===== src/shared/smwr_defines.svh =====
`ifndef SMWR_DEFINES_SVH
`define SMWR_DEFINES_SVH
// ==========================================================
// clock and timing
`define SMWR_CLK_KHZ       40000
`define SMWR_RST_HOLD_US   1000
`define SMWR_RST_HOLD_CYC  ((`SMWR_RST_HOLD_US * `SMWR_CLK_KHZ + 999) / 1000)
`define SMWR_NREQ_TO_MS    150
`define SMWR_NREQ_TO_CYC   (`SMWR_NREQ_TO_MS * `SMWR_CLK_KHZ)
`define SMWR_VDD_LOW_MS    150
`define SMWR_VDD_LOW_CYC   (`SMWR_VDD_LOW_MS * `SMWR_CLK_KHZ + 1)
`define SMWR_WD_WIN_MS     150
`define SMWR_WD_WIN_CYC    (`SMWR_WD_WIN_MS * `SMWR_CLK_KHZ)
`define SMWR_CS_ON_CYC     8'h10
// ==========================================================
// interrupt source register layout
`define SMWR_ISR_W         10
`define SMWR_ISR_WAKE_LSB  0
`define SMWR_ISR_WAKE_W    4
`define SMWR_ISR_FLT_LSB   4
`define SMWR_ISR_FLT_W     6
`define SMWR_ISR_RST       10'h000
// ==========================================================
// reset values and low power counter width
`define SMWR_PIN_INIT      18'h0C004
`define SMWR_LP_CNT_W      16
`endif


===== src/shared/smwr_pkg.sv =====
`default_nettype none
package smwr_pkg;
  // ==========================================================
  // operating modes
  typedef enum logic [4:0] {
    ST_RESET  = 5'h01,
    ST_NREQ   = 5'h02,
    ST_NORMAL = 5'h04,
    ST_STOP   = 5'h08,
    ST_SLEEP  = 5'h10
  } smwr_mode_e;
  // ==========================================================
  // pin levels from outside the clock domain
  typedef struct packed {
    logic wake_input_one;
    logic wake_input_two;
    logic rst_n;
    logic cs_n;
    logic lin_wake;
    logic pulse_width_input;
    logic watchdog_config_pin_gnd;
    logic watchdog_config_pin_res;
    logic vdd_low;
    logic supply_undervoltage;
    logic supply_overvoltage;
    logic reg_overtemp;
    logic lin_overtemp;
    logic txd_stuck;
    logic rxd_short;
    logic txd_recessive;
    logic hs_overtemp;
    logic ls_overtemp;
  } smwr_pins_s;
  // ==========================================================
  // host configuration
  typedef struct packed {
    logic [1:0]  wake_input_enable;
    logic [1:0]  mux_select;
    logic        cyclic;
    logic        forced;
    logic [15:0] period;
  } smwr_wake_cfg_s;
  typedef struct packed {
    logic       high_side_switch;
    logic [1:0] low_side_switches;
    logic       pwm_gate;
  } smwr_sw_cfg_s;
endpackage
`default_nettype wire


===== src/logic/smwr_sync.sv =====
`timescale 1ns/10ps
`default_nettype none
module smwr_sync #(
  parameter int         W    = 18,
  parameter logic [W-1:0] INIT = '0
)(
  // clock and reset
  input  wire logic         clk_i,
  input  wire logic         reset_i,
  // raw and filtered levels
  input  wire logic [W-1:0] async_i,
  output logic      [W-1:0] level_o,
  output logic      [W-1:0] chg_o
);
  logic [W-1:0] s1_r;
  logic [W-1:0] s2_r;
  logic [W-1:0] s3_r;
  logic [W-1:0] agree;
  logic [W-1:0] level_nxt;

  if (W < 1)
  begin
    $error("sync width must be positive");
  end

  assign agree     = ~(s2_r ^ s3_r);
  assign level_nxt = (agree & s2_r) | (~agree & level_o);

  // ==========================================================
  // three stage chain, change taken when stages two and three agree
  always_ff @(posedge clk_i)
  begin
    if (reset_i)
    begin
      s1_r    <= INIT;
      s2_r    <= INIT;
      s3_r    <= INIT;
      level_o <= INIT;
      chg_o   <= '0;
    end
    else
    begin
      s1_r    <= async_i;
      s2_r    <= s1_r;
      s3_r    <= s2_r;
      level_o <= level_nxt;
      chg_o   <= level_nxt ^ level_o;
    end
  end
endmodule
`default_nettype wire


===== src/logic/smwr_timer.sv =====
`timescale 1ns/10ps
`default_nettype none
module smwr_timer #(
  parameter int CW = 23
)(
  // clock and reset
  input  wire logic          clk_i,
  input  wire logic          reset_i,
  // control
  input  wire logic          restart_i,
  input  wire logic          run_i,
  input  wire logic [CW-1:0] limit_i,
  // status
  output logic               done_o,
  output logic               half_o
);
  logic [CW-1:0] cnt_r;

  if (CW < 2)
  begin
    $error("timer width too small");
  end

  // ==========================================================
  // saturating up counter
  always_ff @(posedge clk_i)
  begin
    if (reset_i || restart_i)
      cnt_r <= '0;
    else if (run_i && (cnt_r < limit_i))
      cnt_r <= cnt_r + 1'b1;
  end

  assign done_o = (cnt_r >= limit_i);
  assign half_o = (cnt_r >= (limit_i >> 1));
endmodule
`default_nettype wire


===== src/logic/smwr_mode_ctrl.sv =====
`timescale 1ns/10ps
`default_nettype none
`include "smwr_defines.svh"
module smwr_mode_ctrl
  import smwr_pkg::*;
#(
  parameter int RST_HOLD_CYC = `SMWR_RST_HOLD_CYC,
  parameter int NREQ_TO_CYC  = `SMWR_NREQ_TO_CYC,
  parameter int VDD_LOW_CYC  = `SMWR_VDD_LOW_CYC,
  parameter int WD_WIN_CYC   = `SMWR_WD_WIN_CYC,
  parameter int CW           = 23
)(
  // clock and reset
  input  wire logic                  clk_i,
  input  wire logic                  reset_i,
  // pins and analog comparators
  input  wire smwr_pins_s            pins_i,
  // host commands
  input  wire logic                  cmd_sleep_i,
  input  wire logic                  cmd_stop_i,
  input  wire logic                  cmd_normal_i,
  input  wire logic                  timing_control_register_write_i,
  input  wire logic                  wd_trigger_i,
  input  wire logic                  isr_read_i,
  // host configuration
  input  wire logic                  lin_receive_only_bit_i,
  input  wire logic [5:0]            irq_mask_i,
  input  wire smwr_wake_cfg_s        wake_cfg_i,
  input  wire smwr_sw_cfg_s          sw_cfg_i,
  // mode, reset line and interrupt line
  output smwr_mode_e                 mode_o,
  output logic                       rst_o,
  output logic                       rst_oe_o,
  output logic                       irq_n_o,
  // gated functions
  output logic                       vdd_reg_en_o,
  output logic                       high_side_switch_o,
  output logic [1:0]                 low_side_switches_o,
  output logic                       mux_en_o,
  output logic                       lin_drv_en_o,
  output logic                       lin_rx_only_o,
  output logic                       lp_osc_en_o,
  output logic                       wd_active_o,
  // status
  output logic [`SMWR_ISR_W-1:0]     isr_o,
  output logic [1:0]                 wake_status_o,
  output logic                       battery_fail_flag_o
);
  // ==========================================================
  // declarations
  smwr_pins_s            pin_s;
  smwr_pins_s            pin_chg;
  smwr_mode_e            st_r;
  smwr_mode_e            st_nxt;
  smwr_mode_e            go_up;
  logic                  in_reset, in_nr, in_norm, in_stop, in_sleep, in_lp, active;
  logic                  ext_hold_r, ext_nxt, ext_rst;
  logic                  rst_drive_r, drv_nxt;
  logic [3:0]            drv_hist_r;
  logic                  wd_gnd_r, wd_res_r, timing_control_register_r;
  logic                  hold_done, mode_done, mode_half, vdd_done;
  logic [CW-1:0]         mode_lim;
  logic                  wd_fail, vdd_back;
  logic                  cyc, forced_en, lp_run, tick, pwm_ok;
  logic [`SMWR_LP_CNT_W-1:0] lp_cnt_r;
  logic [7:0]            on_cnt_r;
  logic [1:0]            lx_lvl, lx_chg, lx_ok, cs_chg, lx_wk, samp_r, mux_block_r;
  logic                  samp_vld_r;
  logic                  lin_wk, forced_wk, cs_wk, flag_wake;
  logic [5:0]            flt_lvl, flt_prev_r, flt_evt;
  logic [`SMWR_ISR_W-1:0] isr_r, isr_set;
  logic                  irq_r, irq_set, irq_block, lin_lock_r, bat_r;

  if (RST_HOLD_CYC < 1 || NREQ_TO_CYC < 2 || VDD_LOW_CYC < 1 || WD_WIN_CYC < 2 ||
      NREQ_TO_CYC >= 2**CW || VDD_LOW_CYC >= 2**CW || WD_WIN_CYC >= 2**CW ||
      RST_HOLD_CYC >= 2**CW)
  begin
    $error("timer counts do not fit the counter width");
  end

  // ==========================================================
  // pin synchronisers
  smwr_sync #(
    .W    ($bits(smwr_pins_s)),
    .INIT (`SMWR_PIN_INIT)
  ) u_sync (
    .clk_i   (clk_i),
    .reset_i (reset_i),
    .async_i (pins_i),
    .level_o (pin_s),
    .chg_o   (pin_chg)
  );

  assign in_reset = (st_r == ST_RESET);
  assign in_nr    = (st_r == ST_NREQ);
  assign in_norm  = (st_r == ST_NORMAL);
  assign in_stop  = (st_r == ST_STOP);
  assign in_sleep = (st_r == ST_SLEEP);
  assign in_lp    = in_stop || in_sleep;
  assign active   = in_nr || in_norm;

  // ==========================================================
  // timers
  smwr_timer #(.CW (CW)) u_hold (
    .clk_i     (clk_i),
    .reset_i   (reset_i),
    .restart_i (!in_reset || ext_hold_r || (pin_s.vdd_low && pin_s.supply_undervoltage)),
    .run_i     (in_reset),
    .limit_i   (CW'(RST_HOLD_CYC)),
    .done_o    (hold_done),
    .half_o    ()
  );

  assign mode_lim = in_nr ? CW'(NREQ_TO_CYC) : CW'(WD_WIN_CYC);

  smwr_timer #(.CW (CW)) u_mode (
    .clk_i     (clk_i),
    .reset_i   (reset_i),
    .restart_i ((st_nxt != st_r) || (in_norm && wd_trigger_i && mode_half)),
    .run_i     (in_nr || (in_norm && wd_res_r)),
    .limit_i   (mode_lim),
    .done_o    (mode_done),
    .half_o    (mode_half)
  );

  smwr_timer #(.CW (CW)) u_vdd (
    .clk_i     (clk_i),
    .reset_i   (reset_i),
    .restart_i (!in_norm || !pin_s.vdd_low),
    .run_i     (in_norm),
    .limit_i   (CW'(VDD_LOW_CYC)),
    .done_o    (vdd_done),
    .half_o    ()
  );

  // ==========================================================
  // watchdog and reset conditions
  assign wd_fail  = in_norm && wd_res_r && ((wd_trigger_i && !mode_half) || mode_done);
  assign vdd_back = pin_chg.vdd_low && !pin_s.vdd_low;
  assign ext_rst  = !pin_s.rst_n && !rst_drive_r && (drv_hist_r == 4'h0);
  assign go_up    = wd_gnd_r ? ST_NORMAL : ST_NREQ;

  always_ff @(posedge clk_i)
  begin
    if (reset_i)
    begin
      wd_gnd_r <= 1'b0;
      wd_res_r <= 1'b0;
    end
    else if (in_reset)
    begin
      wd_gnd_r <= pin_s.watchdog_config_pin_gnd;
      wd_res_r <= pin_s.watchdog_config_pin_res;
    end
  end

  always_ff @(posedge clk_i)
  begin
    if (reset_i || !in_nr)
      timing_control_register_r <= 1'b0;
    else if (timing_control_register_write_i)
      timing_control_register_r <= 1'b1;
  end

  // ==========================================================
  // mode sequencer
  always_comb
  begin
    st_nxt  = st_r;
    ext_nxt = ext_hold_r;
    unique case (st_r)
      ST_RESET:
      begin
        if (ext_hold_r)
        begin
          if (pin_s.rst_n)
            st_nxt = go_up;
        end
        else if (hold_done)
          st_nxt = pin_s.vdd_low ? ST_SLEEP : go_up;
      end
      ST_NREQ:
      begin
        if (pin_s.vdd_low)
          st_nxt = ST_RESET;
        else if (cmd_normal_i && timing_control_register_r)
          st_nxt = ST_NORMAL;
        else if (mode_done)
          st_nxt = ST_RESET;
      end
      ST_NORMAL:
      begin
        if (pin_s.vdd_low)
          st_nxt = pin_s.supply_undervoltage ? ST_RESET :
                   (vdd_done ? ST_SLEEP : ST_NORMAL);
        else if (vdd_back || wd_fail)
          st_nxt = ST_RESET;
        else if (cmd_sleep_i)
          st_nxt = ST_SLEEP;
        else if (cmd_stop_i)
          st_nxt = ST_STOP;
      end
      ST_STOP:
      begin
        if (pin_s.vdd_low)
          st_nxt = ST_RESET;
        else if (flag_wake || cs_wk)
          st_nxt = go_up;
      end
      ST_SLEEP:
      begin
        if (flag_wake)
          st_nxt = ST_RESET;
      end
    endcase
    if (ext_rst && !in_sleep && !in_reset)
    begin
      st_nxt  = ST_RESET;
      ext_nxt = 1'b1;
    end
    if (st_nxt != ST_RESET)
      ext_nxt = 1'b0;
  end

  assign drv_nxt = ((st_nxt == ST_RESET) && !ext_nxt) ||
                   ((st_nxt == ST_NORMAL) && pin_s.vdd_low);

  always_ff @(posedge clk_i)
  begin
    if (reset_i)
    begin
      st_r        <= ST_RESET;
      ext_hold_r  <= 1'b0;
      rst_drive_r <= 1'b1;
      drv_hist_r  <= 4'hF;
    end
    else
    begin
      st_r        <= st_nxt;
      ext_hold_r  <= ext_nxt;
      rst_drive_r <= drv_nxt;
      drv_hist_r  <= {drv_hist_r[2:0], rst_drive_r};
    end
  end

  // ==========================================================
  // low power timing: cyclic sense and forced wake
  assign cyc       = wake_cfg_i.cyclic;
  assign forced_en = wake_cfg_i.forced && !cyc;
  assign lp_run    = in_lp && (cyc || wake_cfg_i.forced);
  assign tick      = lp_run && (lp_cnt_r == wake_cfg_i.period);
  assign lx_lvl    = {pin_s.wake_input_two, pin_s.wake_input_one};
  assign lx_chg    = {pin_chg.wake_input_two, pin_chg.wake_input_one};
  assign cs_chg    = (samp_vld_r && (on_cnt_r == 8'h01)) ? (lx_lvl ^ samp_r) : 2'h0;

  always_ff @(posedge clk_i)
  begin
    if (reset_i || !lp_run || tick)
      lp_cnt_r <= '0;
    else
      lp_cnt_r <= lp_cnt_r + 1'b1;
  end

  always_ff @(posedge clk_i)
  begin
    if (reset_i || !lp_run || !cyc)
    begin
      on_cnt_r   <= 8'h00;
      samp_r     <= 2'h0;
      samp_vld_r <= 1'b0;
    end
    else if (tick)
      on_cnt_r <= `SMWR_CS_ON_CYC;
    else if (on_cnt_r != 8'h00)
    begin
      on_cnt_r <= on_cnt_r - 8'h01;
      if (on_cnt_r == 8'h01)
      begin
        samp_r     <= lx_lvl;
        samp_vld_r <= 1'b1;
      end
    end
  end

  // ==========================================================
  // wake sources
  always_ff @(posedge clk_i)
  begin
    if (reset_i)
      mux_block_r <= 2'h0;
    else if ((st_nxt == ST_STOP || st_nxt == ST_SLEEP) && !in_lp)
      mux_block_r <= wake_cfg_i.mux_select;
  end

  assign lx_ok     = wake_cfg_i.wake_input_enable & ~mux_block_r;
  assign lx_wk     = in_lp ? (lx_ok & (cyc ? cs_chg : lx_chg)) : 2'h0;
  assign lin_wk    = in_lp && pin_chg.lin_wake && pin_s.lin_wake &&
                     !(in_stop && lin_receive_only_bit_i);
  assign forced_wk = in_lp && forced_en && tick;
  assign cs_wk     = in_stop && pin_chg.cs_n && pin_s.cs_n;
  assign flag_wake = (|lx_wk) || lin_wk || forced_wk;

  // ==========================================================
  // interrupt source flags and interrupt line
  assign flt_lvl = {pin_s.ls_overtemp, pin_s.hs_overtemp,
                    pin_s.lin_overtemp || pin_s.txd_stuck || pin_s.rxd_short,
                    pin_s.reg_overtemp, pin_s.supply_overvoltage, pin_s.supply_undervoltage};
  assign flt_evt = active ? (flt_lvl & ~flt_prev_r) : 6'h00;
  assign isr_set = {flt_evt, forced_wk, lin_wk, lx_wk};

  always_ff @(posedge clk_i)
  begin
    if (reset_i)
    begin
      isr_r      <= `SMWR_ISR_RST;
      flt_prev_r <= 6'h00;
    end
    else
    begin
      isr_r      <= (isr_read_i ? `SMWR_ISR_RST : isr_r) | isr_set;
      flt_prev_r <= flt_lvl;
    end
  end

  assign irq_block = in_sleep || !pin_s.rst_n || rst_drive_r;
  assign irq_set   = (in_stop && flag_wake) ||
                     ((|(flt_evt & irq_mask_i)) &&
                      (isr_r[`SMWR_ISR_WAKE_LSB +: `SMWR_ISR_WAKE_W] == 4'h0));

  always_ff @(posedge clk_i)
  begin
    if (reset_i || irq_block)
      irq_r <= 1'b0;
    else if (irq_set)
      irq_r <= 1'b1;
    else if (isr_read_i)
      irq_r <= 1'b0;
  end

  always_ff @(posedge clk_i)
  begin
    if (reset_i)
      bat_r <= 1'b1;
    else if (isr_read_i)
      bat_r <= 1'b0;
  end

  // ==========================================================
  // lin driver fault lock
  always_ff @(posedge clk_i)
  begin
    if (reset_i)
      lin_lock_r <= 1'b0;
    else if (flt_lvl[3])
      lin_lock_r <= 1'b1;
    else if (pin_s.txd_recessive)
      lin_lock_r <= 1'b0;
  end

  // ==========================================================
  // gated outputs
  assign pwm_ok = !sw_cfg_i.pwm_gate || pin_s.pulse_width_input;

  always_ff @(posedge clk_i)
  begin
    if (reset_i)
    begin
      high_side_switch_o  <= 1'b0;
      low_side_switches_o <= 2'h0;
      vdd_reg_en_o        <= 1'b1;
      mux_en_o            <= 1'b0;
      lin_drv_en_o        <= 1'b0;
      lin_rx_only_o       <= 1'b0;
      lp_osc_en_o         <= 1'b0;
      wd_active_o         <= 1'b0;
      wake_status_o       <= 2'h0;
    end
    else
    begin
      high_side_switch_o  <= (active && sw_cfg_i.high_side_switch && pwm_ok) ||
                             (in_lp && (on_cnt_r != 8'h00));
      low_side_switches_o <= (active && pwm_ok) ? sw_cfg_i.low_side_switches : 2'h0;
      vdd_reg_en_o        <= !in_sleep && !pin_s.reg_overtemp;
      mux_en_o            <= active;
      lin_drv_en_o        <= in_norm && !lin_receive_only_bit_i && !lin_lock_r;
      lin_rx_only_o       <= in_nr || in_stop || (in_norm && lin_receive_only_bit_i);
      lp_osc_en_o         <= lp_run;
      wd_active_o         <= in_nr || (in_norm && wd_res_r);
      wake_status_o       <= lx_lvl;
    end
  end

  assign mode_o              = st_r;
  assign rst_o               = 1'b0;
  assign rst_oe_o            = rst_drive_r;
  assign irq_n_o             = !irq_r;
  assign isr_o               = isr_r;
  assign battery_fail_flag_o = bat_r;
endmodule
`default_nettype wire


===== config.mk =====
export PLATFORM = sky130hd
export DESIGN_NAME = smwr_mode_ctrl
export DESIGN_NICKNAME = d
export VERILOG_FILES = /design/src/shared/smwr_pkg.sv /design/src/logic/smwr_sync.sv /design/src/logic/smwr_timer.sv /design/src/logic/smwr_mode_ctrl.sv
export VERILOG_INCLUDE_DIRS = /design/src /design/src/shared
export SDC_FILE = /design/constraint.sdc
export NUM_CORES = 1
export LEC_CHECK = 0
export BUFFER_PORTS_ARGS = -buffer_cell sky130_fd_sc_hd__buf_4
export CORE_MARGIN = 2
export CORE_UTILIZATION = 55
export CTS_CLUSTER_DIAMETER = 80
export DETAILED_ROUTE_END_ITERATION = 10
export GPL_TIMING_DRIVEN = 0
export PLACE_DENSITY = 0.82
export RECOVER_POWER = 25
export SETUP_SLACK_MARGIN = 0.5
export SKIP_CTS_REPAIR_TIMING = 1
export SLEW_MARGIN = 5
export SYNTH_ARGS = -nofsm -noshare
export SYNTH_HDL_FRONTEND = slang
export SYNTH_HIERARCHICAL = 1
export SYNTH_SLANG_ARGS = --single-unit

===== constraint.sdc =====
create_clock -name clk_i -period 6.6 [get_ports clk_i]
set_input_delay 0.99 -clock clk_i [delete_from_list [all_inputs] [get_ports clk_i]]
set_output_delay 0.99 -clock clk_i [all_outputs]
set_load 0.01 [all_outputs]

* Yosys cells after proc, flatten, opt, wreduce, memory -nomap -nowiden
Index checks and enable logic that the tools add are counted.
Storage, ports and cells: register bits after elaboration 232, bits of input ports 59, output and inout bits 30, logic and storage cells 210
Cells by class: $add $sub $neg 5, order comparisons 7, equal/unequal tests 13, muxes and demuxes 32, bitwise gates (word level) 17, reductions and logical operators 101
Operators with widths (number):
- $mux 5 | 19
- $add 23x1->23 const B | 3
- $ge 23x23->1 const B | 2
- $lt 23x23->1 const B | 2
- $logic_and 1x1->1 | 40
- $and 18x18->18 | 2
- $not 18->18 | 2
- $xor 18x18->18 | 2
- $logic_or 1x1->1 | 32
- $pmux 5 s5 | 1
- $ge 23x16->1 const B | 1
- $ge 23x22->1 const B | 1
- $lt 23x16->1 const B | 1
- $logic_not 1->1 | 18
- $or 18x18->18 | 1
- $add 16x1->16 const B | 1
- $eq 16x16->1 | 1
- $and 6x6->6 | 2
- $eq 5x1->1 const B | 2
- $eq 5x3->1 const B | 2
- $eq 5x4->1 const B | 2
- $eq 5x5->1 const B | 2
- $mux 10 | 1
- $or 10x10->10 | 1
- other kinds (20) | 34

* Depth between registers and ports, before layout
depth after elaboration 19, gate-level depth with buffers 21, gate-level depth less buffers 20

* Cells and area by module
Netlist, hierarchy kept.
Modules (own cells, without submodules):
- smwr_timer | times used 3, cells an instance 282, area each 2263.4 um^2, sequential area each 460.4 um^2
- smwr_mode_ctrl | times used 1, cells an instance 429, area each 3672.3 um^2, sequential area each 1461.4 um^2
- smwr_sync | times used 1, cells an instance 262, area each 2851.5 um^2, sequential area each 1801.7 um^2

* Worst setup path after synthesis
Ideal clock, no wire load.
path type register to register, start point reg u_mode.cnt_r[2], end point reg u_mode.cnt_r[0], arrival 3.963 ns, required time 6.530 ns, setup slack 2.567 ns, cell stages (with the launch flop) 21, buffers on the path 4, period minus slack after synthesis 4.033 ns, cell sequence dfxtp_1 -> ha_1 -> a21oi_1 -> a21oi_1 -> o31ai_1 -> and4_1 -> clkbuf_1 -> buf_2 -> nand2_1 -> a21oi_1 -> nand2_1 -> o32a_1 -> o22ai_1 -> a2bb2oi_2 -> xnor2_1 -> nor4_1 -> nand4_1 -> or2_2 -> clkbuf_1 -> clkbuf_1 -> a21oi_1
On the way: elaborated cells on any way between the ends 20, those cells by class order compare: 3; eq/ne: 1; mux: 7; reduce/logical: 9
RTL lines:
- start, declared | RTL line smwr_timer.sv:17 | logic [CW-1:0] cnt_r;
- start signal, assigned | RTL line smwr_timer.sv:31 | cnt_r <= cnt_r + 1'b1;
- $ge 23x23->1 * | RTL line smwr_timer.sv:34 | assign done_o = (cnt_r >= limit_i);
- via mode_done | RTL line smwr_mode_ctrl.sv:61 | logic hold_done, mode_done, mode_half, vdd_done;
- $logic_or 1x1->1 | RTL line smwr_mode_ctrl.sv:138 | assign wd_fail = in_norm && wd_res_r && ((wd_trigger_i && !mode_half) || mode_done);
- $logic_and 1x1->1 | RTL line smwr_mode_ctrl.sv:138
- $logic_or 1x1->1 | RTL line smwr_mode_ctrl.sv:196 | else if (vdd_back || wd_fail)
- $mux 5 | RTL line smwr_mode_ctrl.sv:196
- $mux 5 | RTL line smwr_mode_ctrl.sv:193 | if (pin_s.vdd_low)
- $pmux 5 s5 * | RTL line smwr_mode_ctrl.sv:171 | unique case (st_r)
- $mux 5 * | RTL line smwr_mode_ctrl.sv:216 | if (ext_rst && !in_sleep && !in_reset)
- $ne 5x5->1 * | RTL line smwr_mode_ctrl.sv:119 | .restart_i ((st_nxt != st_r) || (in_norm && wd_trigger_i && mode_half)),
- $logic_or 1x1->1 * | RTL line smwr_mode_ctrl.sv:119
- $logic_or 1x1->1 * | RTL line smwr_timer.sv:28 | if (reset_i || restart_i)
The timed path passes the listed nets; every way through them passes the cells marked *. A chain may end at the register's enable or synchronous reset.

* Worst setup path in the final report
start point reg u_mode.cnt_r[2], end point reg u_mode.cnt_r[9]
Same word-level chain as after synthesis.

==> Implementation_results.wiki <==
{| class="wikitable"
! Metric !! Value
|-
| Cell at the root of the clock tree || sky130_fd_sc_hd__clkbuf_16
|-
| Number of vias per cell || 5.76
|-
| M3 GR Usage || 3.15%
|-
| Sink Count || 219
|-
| Antenna violations before repair || 0
|-
| Post-synth design cell area || 11800 sq um
|-
| Die ar. || 22700 sq um
|-
| Critical path class || flip-flop to flip-flop
|-
| Placement row count || 53
|-
| Leakage power total || 5.96 nW
|-
| Maximum clock insertion buffer count || 3
|-
| Number of diodes added for antenna fixing || 0
|-
| Result of the run || complete, no violations
|-
| Total global routing overflow || 0
|-
| Worst slew pin tran || 1.00 ns
|-
| Power Dens Cells || 199 nW/um^2
|-
| I/O Buffers || 87
|-
| Initial DRT Pass Iterations || 5
|-
| Clock tree from TritonCTS || built
|-
| Highest ir drop seen on vdd || 245 uV
|-
| Clock buffer count from CTS || 23
|-
| Total Routing Usage GR || 24.9%
|-
| Share of layout cells above drive strength 1 || 11.5%
|-
| Setup slack after layout || 1.35 ns
|-
| Critical Path Slowest Stage Cell || sky130_fd_sc_hd__dfxtp_1
|-
| Top-level port count || 89
|-
| DRC errors left || 0
|-
| Final setup vio count || 0
|-
| Startpoint type of the worst setup path || flip-flop
|-
| Number of vias after detailed routing || 10655
|-
| Die boundary height || 151 um
|-
| Shortest period the worst path allows || 5.25 ns
|-
| Core box area || 21100 sq um
|-
| Largest net degree at the start of global routing || 15
|-
| Average cell area after synthesis || 8.58 sq um
|-
| RSZ-0062 raised after global routing || no
|-
| Post-detailed-route wirelength per cell || 15.2 um
|-
| CTS clk-pin slew, worst paths || 0.06 ns
|-
| Fmax || 190 MHz
|-
| Die span in x || 151 um
|-
| WL final || 28.1 mm
|-
| Growth of design area from synthesis to finish || 16.7%
|-
| Number of cells traversed by the worst register-to-register path || 20
|-
| # fillers || 1776
|-
| Starting Density || 56.1%
|-
| # nets final || 1717
|-
| GR met1 Demand/Resource || 31.7%
|-
| Via count of the first global-routing pass || 9920
|-
| Met2 Resource Use GR || 42.5%
|-
| Number of hold-slack violations in the final timing report || 0
|-
| Hold Path Depth || 1
|-
| Worst rel slew slack || 32.8%
|-
| Ordered cell list for the critical path || ha_1, a21oi_1, a21oi_1, o31ai_1, and4_1, clkbuf_1, buf_2, nand2_1, a21oi_1, nand2_1, o32a_1, o22ai_1, a2bb2oi_2, xnor2_1, nor4_1, nand4_1, or2_2, clkbuf_1, clkbuf_1, a21oi_1
|-
| Last weighted congestion value of the routability-driven placer || 0.967
|-
| Final Max Slew Viols || 0
|-
| DR iter-0 viols || 550
|-
| Category of the worst setup path capture point || flip-flop
|-
| Clock latency of the later-clocked register in the worst-skew pair || 0.51 ns
|-
| Worst setup slack before clock tree synthesis || 1.54 ns
|-
| Total of warnings raised by yosys || 6
|-
| Synthesized instance count || 1379
|-
| Cell seen most often among critical-path stages || sky130_fd_sc_hd__a21oi_1
|-
| Class of the worst hold path || flip-flop to flip-flop
|-
| TNS Setup || 0 ns
|-
| Critical path's largest stage delay || 0.46 ns
|-
| Top fanout value on the critical path || 10
|-
| Post-route antenna net violation count || 0
|-
| Final worst clock skew || 0.00670 ns
|-
| Final worst path period share || 79.6%
|-
| H-tree levels || 1
|-
| Arr. time, crit path || 5.69 ns
|-
| Required time worst endpoint || 7.03 ns
|-
| Gr busiest metal || met2
|-
| Global-route wire length before repair || 46.5 mm
|-
| Max-cap violation count || 0
|-
| Detailed-placement wirelength estimate || 21.3 mm
|}
layout make-up:
cell class	instances	area, sq um	area share (%)
buffer	61	272	1.97
clock buffer	35	661	4.79
clock inverter	5	82.6	0.598
inverter	92	345	2.50
multi-input combinational	1076	7060	51.2
sequential	219	4380	31.8
tap	275	344	2.49
timing repair buffer	87	649	4.71
sequential cells by signal, summed over array words and instances, names as in the netlist, 4 cells and up:
signal and cells:
isr_o 10, u_sync/s2_r 18, flt_prev_r 6, u_sync/level_o 18, lp_cnt_r 16, on_cnt_r 8
u_hold/cnt_r 23, u_mode/cnt_r 23, u_vdd/cnt_r 23, u_sync/s1_r 18, u_sync/chg_o 5, drv_hist_r 4
mode_o 5, u_sync/s3_r 18
power by group:
part / total, mW / switching (mW) / internal, mW / leakage (nW)
Sequential: 1.35 / 0.00873 / 1.34 / 1.77
Combinational: 0.136 / 0.0745 / 0.0610 / 3.82
Clock: 1.27 / 0.503 / 0.767 / 0.363
critical path: cells and delay by family, from the launching register on:
| family | cells | cell delay [ns] |
|---|---|---|
| flops | 1 | 0.46 |
| compound gates | 8 | 1.75 |
| simple gates | 6 | 1.34 |
| buf+inv | 4 | 1.15 |
| xor+xnor | 1 | 0.14 |
| fa+ha+maj | 1 | 0.31 |
cells in the final DEF, fill, tap and decap left out, types with 15 or more instances in the layout:
master                      instances
sky130_fd_sc_hd__clkbuf_16         23
sky130_fd_sc_hd__conb_1            71
sky130_fd_sc_hd__nand4_1           35
sky130_fd_sc_hd__a41o_1            18
sky130_fd_sc_hd__buf_4             91
sky130_fd_sc_hd__o21ai_0           45
sky130_fd_sc_hd__nor2b_1           64
sky130_fd_sc_hd__nor3_1            23
sky130_fd_sc_hd__and3_1            34
sky130_fd_sc_hd__nand2_1           89
sky130_fd_sc_hd__buf_2             19
sky130_fd_sc_hd__xnor2_1           17
sky130_fd_sc_hd__or3_1             15
sky130_fd_sc_hd__xor2_1            25
sky130_fd_sc_hd__or4_1             41
sky130_fd_sc_hd__nor2_1            85
sky130_fd_sc_hd__a21oi_1          109
sky130_fd_sc_hd__clkbuf_1          45
sky130_fd_sc_hd__dfxtp_1          219
sky130_fd_sc_hd__o31ai_1           44
sky130_fd_sc_hd__ha_1              98
sky130_fd_sc_hd__a31oi_1           21
sky130_fd_sc_hd__nand3_1           61
sky130_fd_sc_hd__inv_1             92
metal layers:
metal,wire (um),part of all wire (%),up-vias
met2,13400,48,344
met4,1090,3.9,0
met5,0,0,-
li1,-,-,5312
met1,12000,43,4929
met3,1640,5.8,70
worst paths after layout:
kind	start	end	slack, ns
setup reg to reg	u_mode/cnt_r[2]	u_mode/cnt_r[9]	1.35
setup / recovery	u_mode/cnt_r[2]	u_mode/cnt_r[9]	1.35
hold / removal	u_sync/s1_r[14]	u_sync/s2_r[14]	0.41
hold reg to reg	u_sync/s1_r[14]	u_sync/s2_r[14]	0.41
through the flow:
stage          power, mW  instance area (sq um)  utilization [%]  instances  hold WS (ns)
2_1_floorplan       1.46                  12100                -       1448         0.389
3_3_place_gp        1.50                  13100             62.1       1810         0.392
3_5_place_dp        1.51                  13100             62.1       1810         0.394
4_1_cts             2.78                  13800             65.6       1850         0.408
5_1_grt             2.85                  13800             65.4       1850         0.429
6_report            2.75                  13800             65.4       1850         0.411
No activity file was read; power rests on OpenSTA's default activity.
